### src/verilog/scan_port_defs.vh
`ifndef SCAN_PORT_DEFS_VH
`define SCAN_PORT_DEFS_VH
// ****************************************
// chain geometry
// ****************************************
`define BSR_LEN 186
`define PIN_GROUPS 62
`define CELL_IN 2
`define CELL_OUT 1
`define CELL_CTL 0
`define CHAIN_W 32
`define SEL_W 4
`define SYNC_W 68
// ****************************************
// instruction codes
// ****************************************
`define IR_LEN 4
`define IR_CAPTURE 4'h1
`define IR_EXTEST 4'h0
`define IR_SAMPLE 4'h1
`define IR_SCAN_N 4'h2
`define IR_RESTART 4'h4
`define IR_INTEST 4'hc
`define IR_IDCODE 4'he
`define IR_BYPASS 4'hf
// ****************************************
// data register selection and chains
// ****************************************
`define DR_BYP 2'h0
`define DR_BSR 2'h1
`define DR_SEL 2'h2
`define DR_WORD 2'h3
`define CHAIN_HALT 2'h0
`define CHAIN_COMM 2'h1
`define CHAIN_CFG 2'h2
// ****************************************
// tap states
// ****************************************
`define TS_RESET 4'h0
`define TS_IDLE 4'h1
`define TS_SEL_DR 4'h2
`define TS_CAP_DR 4'h3
`define TS_SH_DR 4'h4
`define TS_EX1_DR 4'h5
`define TS_PAU_DR 4'h6
`define TS_EX2_DR 4'h7
`define TS_UPD_DR 4'h8
`define TS_SEL_IR 4'h9
`define TS_CAP_IR 4'ha
`define TS_SH_IR 4'hb
`define TS_EX1_IR 4'hc
`define TS_PAU_IR 4'hd
`define TS_EX2_IR 4'he
`define TS_UPD_IR 4'hf
// ****************************************
// register port
// ****************************************
`define ADDR_W 5
`define A_CHIP_ID 5'h00
`define A_CTRL 5'h04
`define A_STATUS 5'h08
`define A_COMM_TX 5'h0c
`define A_COMM_RX 5'h10
`define CTRL_W 4
`define CTRL_RST 4'h0
`define CTRL_BLOCK 0
`define CTRL_TX_IE 1
`define CTRL_RX_IE 2
`define CTRL_XFER_EN 3
`define ST_TX 0
`define ST_RX 1
`define ST_MODE 2
`define ST_MISMATCH 3
`define ST_FACTORY 4
`define ST_HALTED 5
`define ZERO32 32'h0000_0000
`endif

### src/verilog/debug_and_boundary_scan_port.v
// The address map and the address-and-strobe port were left to the implementer.
`timescale 1ns/10ps
`default_nettype none
`include "scan_port_defs.vh"
// Function
// - select low at reset gives emulator access to processor state
// - select high at reset gives boundary-scan pin access
// - mode latched at chip reset; later select changes ignored until reset
// - boundary mode decodes sample, extest and bypass
// - emulator idcode returns the processor's own identity word
// - boundary register is 186 cells long
// - each pin owns adjacent input, output and control cells
// - output cell value drives the pad during extest
// - input cell captures the pad level
// - control cell chooses pad drive or input
// - groups descend from bit 185, input then output then control
// - halt mode injects store-multiple, exports registers through chain
// - communication chain moves words with monitor program, core running
// - three internal chains chosen through the emulator port
// - channel tx and rx flags become interrupt requests
// - control bit blocks system access through the emulator port
// - read-only 32-bit identity register
// - serial port served by two transfer channel requests
module debug_and_boundary_scan_port #(
  parameter [31:0] CHIP_ID_VALUE = 32'h0123_4567,
  parameter [31:0] CPU_ID_VALUE = 32'h0abc_de01
) (
  input wire clk_sys_i,
  input wire reset_i,
  input wire ce_i,
  input wire tck_i,
  input wire tms_i,
  input wire tdi_i,
  output wire tdo_o,
  output wire tdo_oe_o,
  input wire scan_vs_emulator_select_i,
  input wire factory_mode_pin_i,
  input wire chip_reset_pin_n_i,
  input wire [`PIN_GROUPS-1:0] pad_in_i,
  output wire [`PIN_GROUPS-1:0] pad_out_o,
  output wire [`PIN_GROUPS-1:0] pad_oe_o,
  output wire [`PIN_GROUPS-1:0] core_pad_in_o,
  input wire [`PIN_GROUPS-1:0] core_out_i,
  input wire [`PIN_GROUPS-1:0] core_oe_i,
  input wire core_halted_i,
  input wire [31:0] halt_export_data_i,
  output wire store_multiple_injection_o,
  output wire core_restart_o,
  output wire [31:0] debug_cfg_o,
  output wire debug_channel_tx_flag_o,
  output wire debug_channel_rx_flag_o,
  output wire tx_irq_o,
  output wire rx_irq_o,
  input wire serial_rx_ready_i,
  input wire serial_tx_empty_i,
  output wire xfer_rx_req_o,
  output wire xfer_tx_req_o,
  output wire boundary_mode_o,
  input wire [`ADDR_W-1:0] addr_i,
  input wire [31:0] wr_data_i,
  input wire wr_i,
  input wire rd_i,
  output wire [31:0] rd_data_o
);
  // ****************************************
  // pin synchronisers
  // ****************************************
  wire [`SYNC_W-1:0] sync_w;
  wire tck_s;
  wire tms_s;
  wire tdi_s;
  wire sel_s;
  wire fact_s;
  wire chip_reset_pin_n_s;
  wire [`PIN_GROUPS-1:0] pad_s;
  bit_sync u_sync (
    .clk_i(clk_sys_i),
    .reset_i(reset_i),
    .ce_i(ce_i),
    .async_i({pad_in_i, chip_reset_pin_n_i, factory_mode_pin_i,
      scan_vs_emulator_select_i, tdi_i, tms_i, tck_i}),
    .sync_o(sync_w)
  );
  assign tck_s = sync_w[0];
  assign tms_s = sync_w[1];
  assign tdi_s = sync_w[2];
  assign sel_s = sync_w[3];
  assign fact_s = sync_w[4];
  assign chip_reset_pin_n_s = sync_w[5];
  assign pad_s = sync_w[`SYNC_W-1:6];
  assign core_pad_in_o = pad_s;
  // ****************************************
  // mode latch
  // ****************************************
  reg mode_ff;
  reg mode_pend_ff;
  reg tck_d_ff;
  wire chip_rst;
  wire tck_rise;
  wire tck_fall;
  wire step;
  assign chip_rst = ~chip_reset_pin_n_s;
  // sampled edges: tck must stay well below clk_sys_i / 4
  assign tck_rise = tck_s & ~tck_d_ff;
  assign tck_fall = ~tck_s & tck_d_ff;
  // tap held still until the mode has been taken
  assign step = ce_i & tck_rise & ~mode_pend_ff & ~chip_rst;
  always @(posedge clk_sys_i) begin
    if (reset_i) begin
      mode_ff <= 1'b0;
      mode_pend_ff <= 1'b1;
      tck_d_ff <= 1'b0;
    end else if (ce_i) begin
      tck_d_ff <= tck_s;
      if (chip_rst) begin
        mode_pend_ff <= 1'b1;
      end else if (mode_pend_ff) begin
        mode_ff <= sel_s;
        mode_pend_ff <= 1'b0;
      end
    end
  end
  assign boundary_mode_o = mode_ff;
  // ****************************************
  // tap and instruction decode
  // ****************************************
  wire [3:0] tap_state;
  tap_fsm u_tap (
    .clk_i(clk_sys_i),
    .reset_i(reset_i | chip_rst),
    .step_i(step),
    .tms_i(tms_s),
    .state_o(tap_state)
  );
  reg [`CTRL_W-1:0] ctrl_ff;
  reg [`IR_LEN-1:0] ir_ff;
  reg [`IR_LEN-1:0] ir_sr_ff;
  // shared decode for capture, shift, update and tdo
  function [1:0] dr_pick;
    input [`IR_LEN-1:0] ir;
    input bmode;
    input blocked;
    begin
      if (bmode) begin
        if (ir == `IR_EXTEST || ir == `IR_SAMPLE) begin
          dr_pick = `DR_BSR;
        end else begin
          dr_pick = `DR_BYP;
        end
      end else if (ir == `IR_IDCODE) begin
        dr_pick = `DR_WORD;
      end else if (blocked) begin
        dr_pick = `DR_BYP;
      end else if (ir == `IR_SCAN_N) begin
        dr_pick = `DR_SEL;
      end else if (ir == `IR_INTEST) begin
        dr_pick = `DR_WORD;
      end else begin
        dr_pick = `DR_BYP;
      end
    end
  endfunction
  wire [1:0] dr_sel;
  wire blocked;
  assign blocked = ctrl_ff[`CTRL_BLOCK];
  assign dr_sel = dr_pick(ir_ff, mode_ff, blocked);
  wire cap_dr = step & (tap_state == `TS_CAP_DR);
  wire sh_dr = step & (tap_state == `TS_SH_DR);
  wire upd_dr = step & (tap_state == `TS_UPD_DR);
  wire intest_word = ~mode_ff & ~blocked & (ir_ff == `IR_INTEST);
  // ****************************************
  // shift registers
  // ****************************************
  reg [`BSR_LEN-1:0] bsr_sr_ff;
  reg [`BSR_LEN-1:0] bsr_upd_ff;
  reg [`CHAIN_W-1:0] word_sr_ff;
  reg [`SEL_W-1:0] sel_sr_ff;
  reg [1:0] chain_ff;
  reg byp_ff;
  reg tdo_ff;
  reg tdo_oe_ff;
  reg [31:0] comm_tx_ff;
  reg [31:0] comm_rx_ff;
  reg [31:0] cfg_ff;
  reg tx_flag_ff;
  reg rx_flag_ff;
  reg inject_ff;
  reg restart_ff;
  wire [`BSR_LEN-1:0] bsr_cap;
  genvar g;
  generate
    for (g = 0; g < `PIN_GROUPS; g = g + 1) begin : grp
      // group 0 holds bits 185..183, descending from there
      localparam integer BASE = 3 * (`PIN_GROUPS - 1 - g);
      assign bsr_cap[BASE + `CELL_IN] = pad_s[g];
      assign bsr_cap[BASE + `CELL_OUT] = core_out_i[g];
      assign bsr_cap[BASE + `CELL_CTL] = core_oe_i[g];
    end
  endgenerate
  always @(posedge clk_sys_i) begin
    if (reset_i | chip_rst) begin
      ir_ff <= `IR_BYPASS;
      ir_sr_ff <= `IR_CAPTURE;
      bsr_sr_ff <= {`BSR_LEN{1'b0}};
      bsr_upd_ff <= {`BSR_LEN{1'b0}};
      word_sr_ff <= `ZERO32;
      sel_sr_ff <= {`SEL_W{1'b0}};
      chain_ff <= `CHAIN_HALT;
      byp_ff <= 1'b0;
      cfg_ff <= `ZERO32;
      inject_ff <= 1'b0;
      restart_ff <= 1'b0;
    end else if (ce_i) begin
      inject_ff <= 1'b0;
      restart_ff <= 1'b0;
      if (step) begin
        case (tap_state)
          `TS_RESET: begin
            ir_ff <= mode_ff ? `IR_BYPASS : `IR_IDCODE;
          end
          `TS_CAP_IR: begin
            ir_sr_ff <= `IR_CAPTURE;
          end
          `TS_SH_IR: begin
            ir_sr_ff <= {tdi_s, ir_sr_ff[`IR_LEN-1:1]};
          end
          `TS_UPD_IR: begin
            ir_ff <= ir_sr_ff;
          end
          default: begin
          end
        endcase
      end
      if (step && tap_state == `TS_IDLE && !mode_ff && !blocked &&
          ir_ff == `IR_RESTART) begin
        restart_ff <= 1'b1;
      end
      if (cap_dr) begin
        case (dr_sel)
          `DR_BSR: bsr_sr_ff <= bsr_cap;
          `DR_SEL: sel_sr_ff <= {2'h0, chain_ff};
          `DR_WORD: begin
            if (ir_ff == `IR_IDCODE) begin
              word_sr_ff <= CPU_ID_VALUE;
            end else if (chain_ff == `CHAIN_HALT) begin
              word_sr_ff <= halt_export_data_i;
            end else if (chain_ff == `CHAIN_COMM) begin
              word_sr_ff <= comm_tx_ff;
            end else begin
              word_sr_ff <= cfg_ff;
            end
          end
          default: byp_ff <= 1'b0;
        endcase
      end
      if (sh_dr) begin
        case (dr_sel)
          `DR_BSR: bsr_sr_ff <= {tdi_s, bsr_sr_ff[`BSR_LEN-1:1]};
          `DR_SEL: sel_sr_ff <= {tdi_s, sel_sr_ff[`SEL_W-1:1]};
          `DR_WORD: word_sr_ff <= {tdi_s, word_sr_ff[`CHAIN_W-1:1]};
          default: byp_ff <= tdi_s;
        endcase
      end
      if (upd_dr) begin
        if (dr_sel == `DR_BSR) begin
          bsr_upd_ff <= bsr_sr_ff;
        end
        if (dr_sel == `DR_SEL && sel_sr_ff[1:0] != 2'h3) begin
          chain_ff <= sel_sr_ff[1:0];
        end
        if (intest_word && chain_ff == `CHAIN_HALT && core_halted_i) begin
          inject_ff <= 1'b1;
        end
        if (intest_word && chain_ff == `CHAIN_CFG) begin
          cfg_ff <= word_sr_ff;
        end
      end
    end
  end
  // ****************************************
  // tdo on the falling edge
  // ****************************************
  always @(posedge clk_sys_i) begin
    if (reset_i) begin
      tdo_ff <= 1'b0;
      tdo_oe_ff <= 1'b0;
    end else if (ce_i && tck_fall) begin
      tdo_oe_ff <= (tap_state == `TS_SH_DR) || (tap_state == `TS_SH_IR);
      if (tap_state == `TS_SH_IR) begin
        tdo_ff <= ir_sr_ff[0];
      end else begin
        case (dr_sel)
          `DR_BSR: tdo_ff <= bsr_sr_ff[0];
          `DR_SEL: tdo_ff <= sel_sr_ff[0];
          `DR_WORD: tdo_ff <= word_sr_ff[0];
          default: tdo_ff <= byp_ff;
        endcase
      end
    end
  end
  assign tdo_o = tdo_ff;
  assign tdo_oe_o = tdo_oe_ff;
  // ****************************************
  // pad drive
  // ****************************************
  reg [`PIN_GROUPS-1:0] pad_out_ff;
  reg [`PIN_GROUPS-1:0] pad_oe_ff;
  wire extest_on;
  assign extest_on = mode_ff & (ir_ff == `IR_EXTEST);
  generate
    for (g = 0; g < `PIN_GROUPS; g = g + 1) begin : drv
      localparam integer BASE = 3 * (`PIN_GROUPS - 1 - g);
      always @(posedge clk_sys_i) begin
        if (reset_i) begin
          pad_out_ff[g] <= 1'b0;
          pad_oe_ff[g] <= 1'b0;
        end else if (ce_i) begin
          pad_out_ff[g] <= extest_on ? bsr_upd_ff[BASE + `CELL_OUT] : core_out_i[g];
          pad_oe_ff[g] <= extest_on ? bsr_upd_ff[BASE + `CELL_CTL] : core_oe_i[g];
        end
      end
    end
  endgenerate
  assign pad_out_o = pad_out_ff;
  assign pad_oe_o = pad_oe_ff;
  // ****************************************
  // register port and channel flags
  // ****************************************
  reg [31:0] rd_data_ff;
  reg tx_irq_ff;
  reg rx_irq_ff;
  reg xfer_rx_ff;
  reg xfer_tx_ff;
  wire comm_sel;
  wire dbg_took_tx;
  wire dbg_gave_rx;
  wire sw_wr_tx;
  wire sw_rd_rx;
  wire [31:0] status_w;
  assign comm_sel = intest_word & (chain_ff == `CHAIN_COMM);
  assign dbg_took_tx = cap_dr & comm_sel;
  assign dbg_gave_rx = upd_dr & comm_sel;
  assign sw_wr_tx = wr_i & (addr_i == `A_COMM_TX);
  assign sw_rd_rx = rd_i & (addr_i == `A_COMM_RX);
  assign status_w = {26'h0, core_halted_i, fact_s, (sel_s ^ mode_ff), mode_ff,
    rx_flag_ff, tx_flag_ff};
  always @(posedge clk_sys_i) begin
    if (reset_i) begin
      ctrl_ff <= `CTRL_RST;
      comm_tx_ff <= `ZERO32;
      comm_rx_ff <= `ZERO32;
      tx_flag_ff <= 1'b0;
      rx_flag_ff <= 1'b0;
      rd_data_ff <= `ZERO32;
      tx_irq_ff <= 1'b0;
      rx_irq_ff <= 1'b0;
      xfer_rx_ff <= 1'b0;
      xfer_tx_ff <= 1'b0;
    end else if (ce_i) begin
      if (wr_i && addr_i == `A_CTRL) begin
        ctrl_ff <= wr_data_i[`CTRL_W-1:0];
      end
      if (sw_wr_tx) begin
        comm_tx_ff <= wr_data_i;
      end
      // the setting party wins a same-cycle clear
      if (sw_wr_tx) begin
        tx_flag_ff <= 1'b1;
      end else if (dbg_took_tx) begin
        tx_flag_ff <= 1'b0;
      end
      if (dbg_gave_rx) begin
        comm_rx_ff <= word_sr_ff;
        rx_flag_ff <= 1'b1;
      end else if (sw_rd_rx) begin
        rx_flag_ff <= 1'b0;
      end
      // tx interrupt asks for a word when the channel is free
      tx_irq_ff <= ~tx_flag_ff & ctrl_ff[`CTRL_TX_IE];
      rx_irq_ff <= rx_flag_ff & ctrl_ff[`CTRL_RX_IE];
      xfer_rx_ff <= serial_rx_ready_i & ctrl_ff[`CTRL_XFER_EN];
      xfer_tx_ff <= serial_tx_empty_i & ctrl_ff[`CTRL_XFER_EN];
      if (rd_i) begin
        case (addr_i)
          `A_CHIP_ID: rd_data_ff <= CHIP_ID_VALUE;
          `A_CTRL: rd_data_ff <= {28'h0, ctrl_ff};
          `A_STATUS: rd_data_ff <= status_w;
          `A_COMM_TX: rd_data_ff <= comm_tx_ff;
          `A_COMM_RX: rd_data_ff <= comm_rx_ff;
          default: rd_data_ff <= `ZERO32;
        endcase
      end else begin
        rd_data_ff <= `ZERO32;
      end
    end
  end
  assign rd_data_o = rd_data_ff;
  assign tx_irq_o = tx_irq_ff;
  assign rx_irq_o = rx_irq_ff;
  assign xfer_rx_req_o = xfer_rx_ff;
  assign xfer_tx_req_o = xfer_tx_ff;
  assign debug_channel_tx_flag_o = tx_flag_ff;
  assign debug_channel_rx_flag_o = rx_flag_ff;
  assign store_multiple_injection_o = inject_ff;
  assign core_restart_o = restart_ff;
  assign debug_cfg_o = cfg_ff;
endmodule
`default_nettype wire

### src/verilog/bit_sync.v
`timescale 1ns/10ps
`default_nettype none
`include "scan_port_defs.vh"
module bit_sync (
  input wire clk_i,
  input wire reset_i,
  input wire ce_i,
  input wire [`SYNC_W-1:0] async_i,
  output wire [`SYNC_W-1:0] sync_o
);
  reg [`SYNC_W-1:0] meta_ff;
  reg [`SYNC_W-1:0] stable_ff;
  // first stage feeds only the second
  always @(posedge clk_i) begin
    if (reset_i) begin
      meta_ff <= {`SYNC_W{1'b0}};
      stable_ff <= {`SYNC_W{1'b0}};
    end else if (ce_i) begin
      meta_ff <= async_i;
      stable_ff <= meta_ff;
    end
  end
  assign sync_o = stable_ff;
endmodule
`default_nettype wire

### src/verilog/tap_fsm.v
`timescale 1ns/10ps
`default_nettype none
`include "scan_port_defs.vh"
module tap_fsm (
  input wire clk_i,
  input wire reset_i,
  input wire step_i,
  input wire tms_i,
  output wire [3:0] state_o
);
  localparam [3:0] S_RESET = `TS_RESET;
  localparam [3:0] S_IDLE = `TS_IDLE;
  localparam [3:0] S_SEL_DR = `TS_SEL_DR;
  localparam [3:0] S_CAP_DR = `TS_CAP_DR;
  localparam [3:0] S_SH_DR = `TS_SH_DR;
  localparam [3:0] S_EX1_DR = `TS_EX1_DR;
  localparam [3:0] S_PAU_DR = `TS_PAU_DR;
  localparam [3:0] S_EX2_DR = `TS_EX2_DR;
  localparam [3:0] S_UPD_DR = `TS_UPD_DR;
  localparam [3:0] S_SEL_IR = `TS_SEL_IR;
  localparam [3:0] S_CAP_IR = `TS_CAP_IR;
  localparam [3:0] S_SH_IR = `TS_SH_IR;
  localparam [3:0] S_EX1_IR = `TS_EX1_IR;
  localparam [3:0] S_PAU_IR = `TS_PAU_IR;
  localparam [3:0] S_EX2_IR = `TS_EX2_IR;
  localparam [3:0] S_UPD_IR = `TS_UPD_IR;
  reg [3:0] state_ff;
  reg [3:0] nxt_state;
  always @* begin
    case (state_ff)
      S_RESET: nxt_state = tms_i ? S_RESET : S_IDLE;
      S_IDLE: nxt_state = tms_i ? S_SEL_DR : S_IDLE;
      S_SEL_DR: nxt_state = tms_i ? S_SEL_IR : S_CAP_DR;
      S_CAP_DR: nxt_state = tms_i ? S_EX1_DR : S_SH_DR;
      S_SH_DR: nxt_state = tms_i ? S_EX1_DR : S_SH_DR;
      S_EX1_DR: nxt_state = tms_i ? S_UPD_DR : S_PAU_DR;
      S_PAU_DR: nxt_state = tms_i ? S_EX2_DR : S_PAU_DR;
      S_EX2_DR: nxt_state = tms_i ? S_UPD_DR : S_SH_DR;
      S_UPD_DR: nxt_state = tms_i ? S_SEL_DR : S_IDLE;
      S_SEL_IR: nxt_state = tms_i ? S_RESET : S_CAP_IR;
      S_CAP_IR: nxt_state = tms_i ? S_EX1_IR : S_SH_IR;
      S_SH_IR: nxt_state = tms_i ? S_EX1_IR : S_SH_IR;
      S_EX1_IR: nxt_state = tms_i ? S_UPD_IR : S_PAU_IR;
      S_PAU_IR: nxt_state = tms_i ? S_EX2_IR : S_PAU_IR;
      S_EX2_IR: nxt_state = tms_i ? S_UPD_IR : S_SH_IR;
      S_UPD_IR: nxt_state = tms_i ? S_SEL_DR : S_IDLE;
      default: nxt_state = S_RESET;
    endcase
  end
  // advances only on a sampled tck rise
  always @(posedge clk_i) begin
    if (reset_i) begin
      state_ff <= S_RESET;
    end else if (step_i) begin
      state_ff <= nxt_state;
    end
  end
  assign state_o = state_ff;
endmodule
`default_nettype wire

### config.mk
export PLATFORM = sky130hd
export DESIGN_NAME = debug_and_boundary_scan_port
export DESIGN_NICKNAME = d
export VERILOG_FILES = /design/src/verilog/debug_and_boundary_scan_port.v /design/src/verilog/bit_sync.v /design/src/verilog/tap_fsm.v
export VERILOG_INCLUDE_DIRS = /design/src /design/src/verilog
export SDC_FILE = /design/constraint.sdc
export NUM_CORES = 2
export LEC_CHECK = 0
export BUFFER_PORTS_ARGS = -buffer_cell sky130_fd_sc_hd__buf_2
export CORE_MARGIN = 4
export CORE_UTILIZATION = 56
export CTS_BUF_LIST = sky130_fd_sc_hd__clkbuf_16
export DETAILED_ROUTE_END_ITERATION = 6
export PLACE_DENSITY = 0.84
export SYNTH_ARGS = -nofsm -noshare
export SYNTH_HDL_FRONTEND = slang
export SYNTH_SLANG_ARGS = --single-unit
### constraint.sdc
create_clock -name clk_sys_i -period 3.4 [get_ports clk_sys_i]
set_clock_uncertainty 0.15 [all_clocks]
set_input_delay 0.17 -clock clk_sys_i [delete_from_list [all_inputs] [get_ports clk_sys_i]]
set_output_delay 0.17 -clock clk_sys_i [all_outputs]
set_load 0.1 [all_outputs]
* Word level (Yosys, flattened, before mapping)
Cells that the tools add are included.
** Operators by class
- Reduce and logical (&&, ||, !) cells :: 37
- Equal/unequal tests :: 30
- Bitwise logic cells :: 29
- Mux-type cells :: 177
** Operator list (count)
- 186-bit two-way mux :: 4
- 32-bit two-way mux :: 8
- 32-bit case mux with 5 select lines :: 1
- 1-bit two-way mux :: 142
- 4-bit case mux with 12 select lines :: 1
- 4-bit == test, second input constant :: 10
- 4-bit two-way mux :: 8
- 1-bit AND :: 20
- 4-bit by 3-bit == test with 1-bit output, second input constant :: 5
- 3-bit AND reduction :: 6
- 2-bit two-way mux :: 8
- 4-bit case mux with 2 select lines :: 2
- 4-bit by 2-bit == test with 1-bit output, second input constant :: 3
- 5-bit by 4-bit == test with 1-bit output, second input constant :: 2
- 1-bit logical AND :: 10
- 2-bit AND reduction :: 5
- 4-bit by 1-bit == test with 1-bit output, second input constant :: 2
- 4-bit logical NOT :: 2
- 2-bit nonzero test :: 4
- 1-bit inverter :: 7
- 2-bit == test, second input constant :: 3
- 3-bit two-way mux :: 2
- 3-bit OR reduction :: 2
- 5-bit by 3-bit == test with 1-bit output, second input constant :: 1
- other kinds (11) :: 15
** Word-level totals
- Input bits :: 269
- Output and inout bits :: 261
- Logic and storage cells :: 426
- Register bits :: 827

* Longest topological paths before layout
- Depth after elaboration :: 12
- Mapped depth :: 10
- Gate-level depth less buffers :: 5

* By module
Synthesis repeated with hierarchy kept, for this count alone.
** Second synthesis, totals
- Cell total of the unflattened synthesis :: 3508
- Area, all modules :: 30909.6 sq um
** By module, submodules not included
- debug_and_boundary_scan_port :: sequential area each 12532.0 sq um, area an instance 25747.2 sq um, cells each 3027, times used 1
- bit_sync :: sequential area each 2722.6 sq um, area an instance 4802.1 sq um, cells each 438, times used 1
- tap_fsm :: sequential area each 80.1 sq um, area an instance 360.3 sq um, cells each 43, times used 1

* Least setup slack after synthesis
Ideal clock, no wire load.
- Path type :: register -> register
- From :: register mode_ff (netlist: boundary_mode_o)
- To :: register bsr_sr_ff[100]
- Required time :: 3.164 ns
- Clock period less this slack :: 3.118 ns
- Path slack :: 0.282 ns
- Path buffers :: 5
- Library setup time :: 0.086 ns
- Stages on the path, launching flop included :: 11
- Arrival :: 2.882 ns
- Cells stage by stage :: dfxtp_1 -> buf_2 -> or4b_1 -> buf_2 -> nor3_4 -> and2_1 -> buf_2 -> buf_4 -> buf_6 -> nor2_1 -> a211oi_1
** Between the ends
- Longest elaborated chain between the ends :: 6
** Ends and longest elaborated chain
- start, declared :: line debug_and_boundary_scan_port.v:95 : reg mode_ff;
- start signal, assigned :: line debug_and_boundary_scan_port.v:118 : mode_ff <= sel_s;
- 2-bit two-way mux * :: line debug_and_boundary_scan_port.v:144 : if (bmode) begin
- 2-bit by 1-bit == test with 1-bit output * :: line debug_and_boundary_scan_port.v:239, debug_and_boundary_scan_port.v:257
- 186-bit two-way mux :: line debug_and_boundary_scan_port.v:239 : case (dr_sel)
- 186-bit two-way mux :: line debug_and_boundary_scan_port.v:238 : if (cap_dr) begin
- 186-bit two-way mux :: line debug_and_boundary_scan_port.v:257 : case (dr_sel)
- 186-bit two-way mux * :: line debug_and_boundary_scan_port.v:256 : if (sh_dr) begin
- end signal, assigned :: line debug_and_boundary_scan_port.v:204 : bsr_sr_ff <= {`BSR_LEN{1'b0}};
- end signal, assigned :: line debug_and_boundary_scan_port.v:240 : `DR_BSR: bsr_sr_ff <= bsr_cap;
- end signal, assigned :: line debug_and_boundary_scan_port.v:258 : `DR_BSR: bsr_sr_ff <= {tdi_s, bsr_sr_ff[`BSR_LEN-1:1]};
- end, declared :: line debug_and_boundary_scan_port.v:174 : reg [`BSR_LEN-1:0] bsr_sr_ff;
Mark *: on every way between the ends. The rest lies on a longest branch, timed or not.
A chain may end at the register's enable or synchronous reset.

* Worst setup path in the final report
- From :: register mode_ff (netlist: boundary_mode_o)
- To :: register bsr_sr_ff[80]
Same word-level chain as after synthesis.

==> results.sh <==
export IMPL_crit_type="reg2reg"
export IMPL_failed_checks="design-rule violations"
export IMPL_path_cells="or4b_1 > nor3_4 > and2_4 > buf_4 > nor2_1 > a211oi_1"
export IMPL_slew_viol_final=0
export IMPL_cts_tree="yes"
export IMPL_row_count=85
export IMPL_worst_slew_pin_slew_ps=1070
export IMPL_die_w_um=243
export IMPL_hold_path_class="in2reg"
export IMPL_syn_num_nets=3793
export IMPL_crit_buf_inv=1
export IMPL_totalWireLength_mm=109
export IMPL_grt_pass1_wl_mm=170
export IMPL_max_clock_path_buffers=3
export IMPL_initial_core_util_pct=57.0
export IMPL_path_max_fanout=22
export IMPL_synth_top_cell_by_area="dfxtp_1"
export IMPL_cts_root_buf="clkbuf_16"
export IMPL_powerDensity_nw_per_um2=521
export IMPL_grtUsageTotal_pct=35.1
export IMPL_finalSetupTns_ps=0
export IMPL_wl_per_cell_um=22.5
export IMPL_slew_headroom_pct=28.4
export IMPL_synthCells=3524
export IMPL_cts_resized=0
export IMPL_synth_cell_types=57
export IMPL_dieArea_um2=59100
export IMPL_drtAntennaViolNets=0
export IMPL_fmax_mhz=324
export IMPL_cts_buffers_inserted=78
export IMPL_crit_required_ps=3730
export IMPL_syn_to_final_growth_pct=25.5
export IMPL_finalCriticalPeriod_ps=3090
export IMPL_drc=3
export IMPL_ios=530
export IMPL_status="finished, violations left"
export IMPL_ys_warn_count=0
export IMPL_grt_max_degree=187
export IMPL_ir_worst_vdd_mv=0.465
export IMPL_cp_slowest_cell="or4b_1"
export IMPL_crit_family="simple AND/OR/NAND/NOR gates"
export IMPL_synth_area_per_cell_um2=8.78
export IMPL_fin_crit_sh_pct=90.9
export IMPL_max_cap_violations=0
export IMPL_synth_edf_count=0
export IMPL_gp_congestion=0.876
export IMPL_dp_cells=4435
export IMPL_fillers=3486
export IMPL_fin_util_pct=71.5
export IMPL_core_area_um2=54200
export IMPL_crit_path_end_kind="flip-flop"
export IMPL_synthFlopType="dfxtp_1"
export IMPL_synth_most_common_cell="dfxtp_1"
export IMPL_drive_above_1_share_pct=17.6
export IMPL_dp_hpwl_mm=60.0
export IMPL_synth_seq_cells=766
export IMPL_nets=4357
export IMPL_cp_start_kind="flip-flop"
export IMPL_drtIter0Drc=3821
export IMPL_first_pass_iters=7
export IMPL_async_flop_share_pct=0
export IMPL_hold_viol=0
export IMPL_port_buffers=529
export IMPL_synth_top_area_share_pct=49.6
export IMPL_vias=30924
export IMPL_clock_latency_ps=630
export IMPL_antenna_found_initial=11
export IMPL_slowest_delay_ps=700
export IMPL_synth_common_cells="766 x dfxtp_1, 506 x nor2_1, 480 x nand2_1"
export IMPL_h_tree_depth=3
export IMPL_die_height_um=243
export IMPL_via_per_inst=6.37
export IMPL_holdWs_ps=53.7
export IMPL_fin_total_pwr_w=0.0202
export IMPL_leakagePower_nw=14.6
export IMPL_instances_no_fill=4856
export IMPL_synth_area_um2=30900
export IMPL_synth_area_leaders="dfxtp_1 50%, mux2i_1 11%, a211oi_1 7.6%"
export IMPL_grt_overflow_total=0
export IMPL_arrival_ps=3420
export IMPL_finalSetupViolations=0
export IMPL_grt_pass1_vias=30032
export IMPL_yosysSeqAreaShare_pct=49.6
export IMPL_cts_sinks=766
export IMPL_clkTransAtPathRegs_ps=70
export IMPL_grt_setup_unrepaired="no"
state kept, by name (all words and copies together) (netlist names), 2 cells and up:
register	count
rd_data_o	32
bsr_upd_ff	124
bsr_sr_ff	186
word_sr_ff	32
u_sync.sync_o	68
ir_sr_ff	4
u_tap.state_o	4
ir_ff	4
ctrl_ff	4
u_sync.meta_ff	68
comm_rx_ff	32
comm_tx_ff	32
pad_out_o	62
chain_ff	2
sel_sr_ff	4
debug_cfg_o	32
pad_oe_o	62
kinds of logic after synthesis:
family          synth area share (%)
compound gates                  19.6
xor+xnor                      0.0850
buf+inv                         5.95
flops                           49.6
mux                             10.8
simple gates                    14.0
layout make-up:
class                   count  area [um^2]  area share [%]
clock inverters            60          599            1.54
multi-input cells        2370        13800            35.6
clock buffers              79         1980            5.09
inverters                   8         30.0          0.0774
flip-flops and latches    766        15300            39.5
diodes                     13         32.5          0.0838
well taps                 696          871            2.24
repair buffers            864         6140            15.8
worst paths after layout:
kind | start | endpoint | slack (ps) | cells past startpoint
hold / removal | halt_export_data_i[25] | word_sr_ff[25] | 50 | 6
setup reg to reg | boundary_mode_o | bsr_sr_ff[80] | 310 | 6
hold reg to reg | bsr_upd_ff[7] | bsr_upd_ff[7] | 300 | 2
setup / recovery | boundary_mode_o | bsr_sr_ff[80] | 310 | 6
through the flow:
step	cell area [um^2]	setup WS, ps
after floorplan	30900	282
after global placement	33500	525
after detailed placement	33500	453
after CTS	38800	454
after global routing	38800	59.3
final	38800	309
power breakdown:
part / switching, W / total [W] / internal [W]
Clock: 0.00372 / 0.00874 / 0.00502
Combinational: 0.00157 / 0.00217 / 0.000596
Sequential: 0.000139 / 0.00929 / 0.00916
cells in the final DEF (no fill, tap or decap), drive strengths merged, types with 3 or more instances in the layout:
cell type	netlist	routed
diode	0	13
o21ai	114	114
a211oi	314	314
bufinv	0	10
clkbuf	254	79
a22oi	36	36
or2	6	6
dfxtp	766	766
clkinv	0	31
or3	4	4
a31oi	18	18
nor3	12	12
and3	6	6
mux2i	331	331
buf	126	595
dlygate4sd3	0	269
inv	8	26
o211ai	23	23
nor4	3	3
a21oi	208	208
o22ai	206	206
a221oi	6	6
nor2b	4	4
nand2b	6	6
nand3	21	21
nor2	507	507
nand2	480	480
nand4	4	4
and2	19	19
a21boi	9	9
per-layer routing:
metal | vias to the layer above | share of wire [%] | global-route usage (%)
met2 | 2379 | 46 | 55.6
li1 | 13525 | - | -
met4 | 2 | 7.3 | 21.0
met3 | 650 | 11 | 9.09
met5 | - | 0.0064 | 0
met1 | 14368 | 36 | 43.0
timing repair:
action                                 in CTS  in global routing
endpoints found under the hold margin     403                  0
setup buffers                               0                  0
hold buffers                              269                  0
tightest hold or removal path: cells and delay by family:
family          cells  cell delay, ps
simple gates        1             130
compound gates      3             320
buf+inv             1              80
mux                 1              60
No activity file was read; power rests on OpenSTA's default activity.
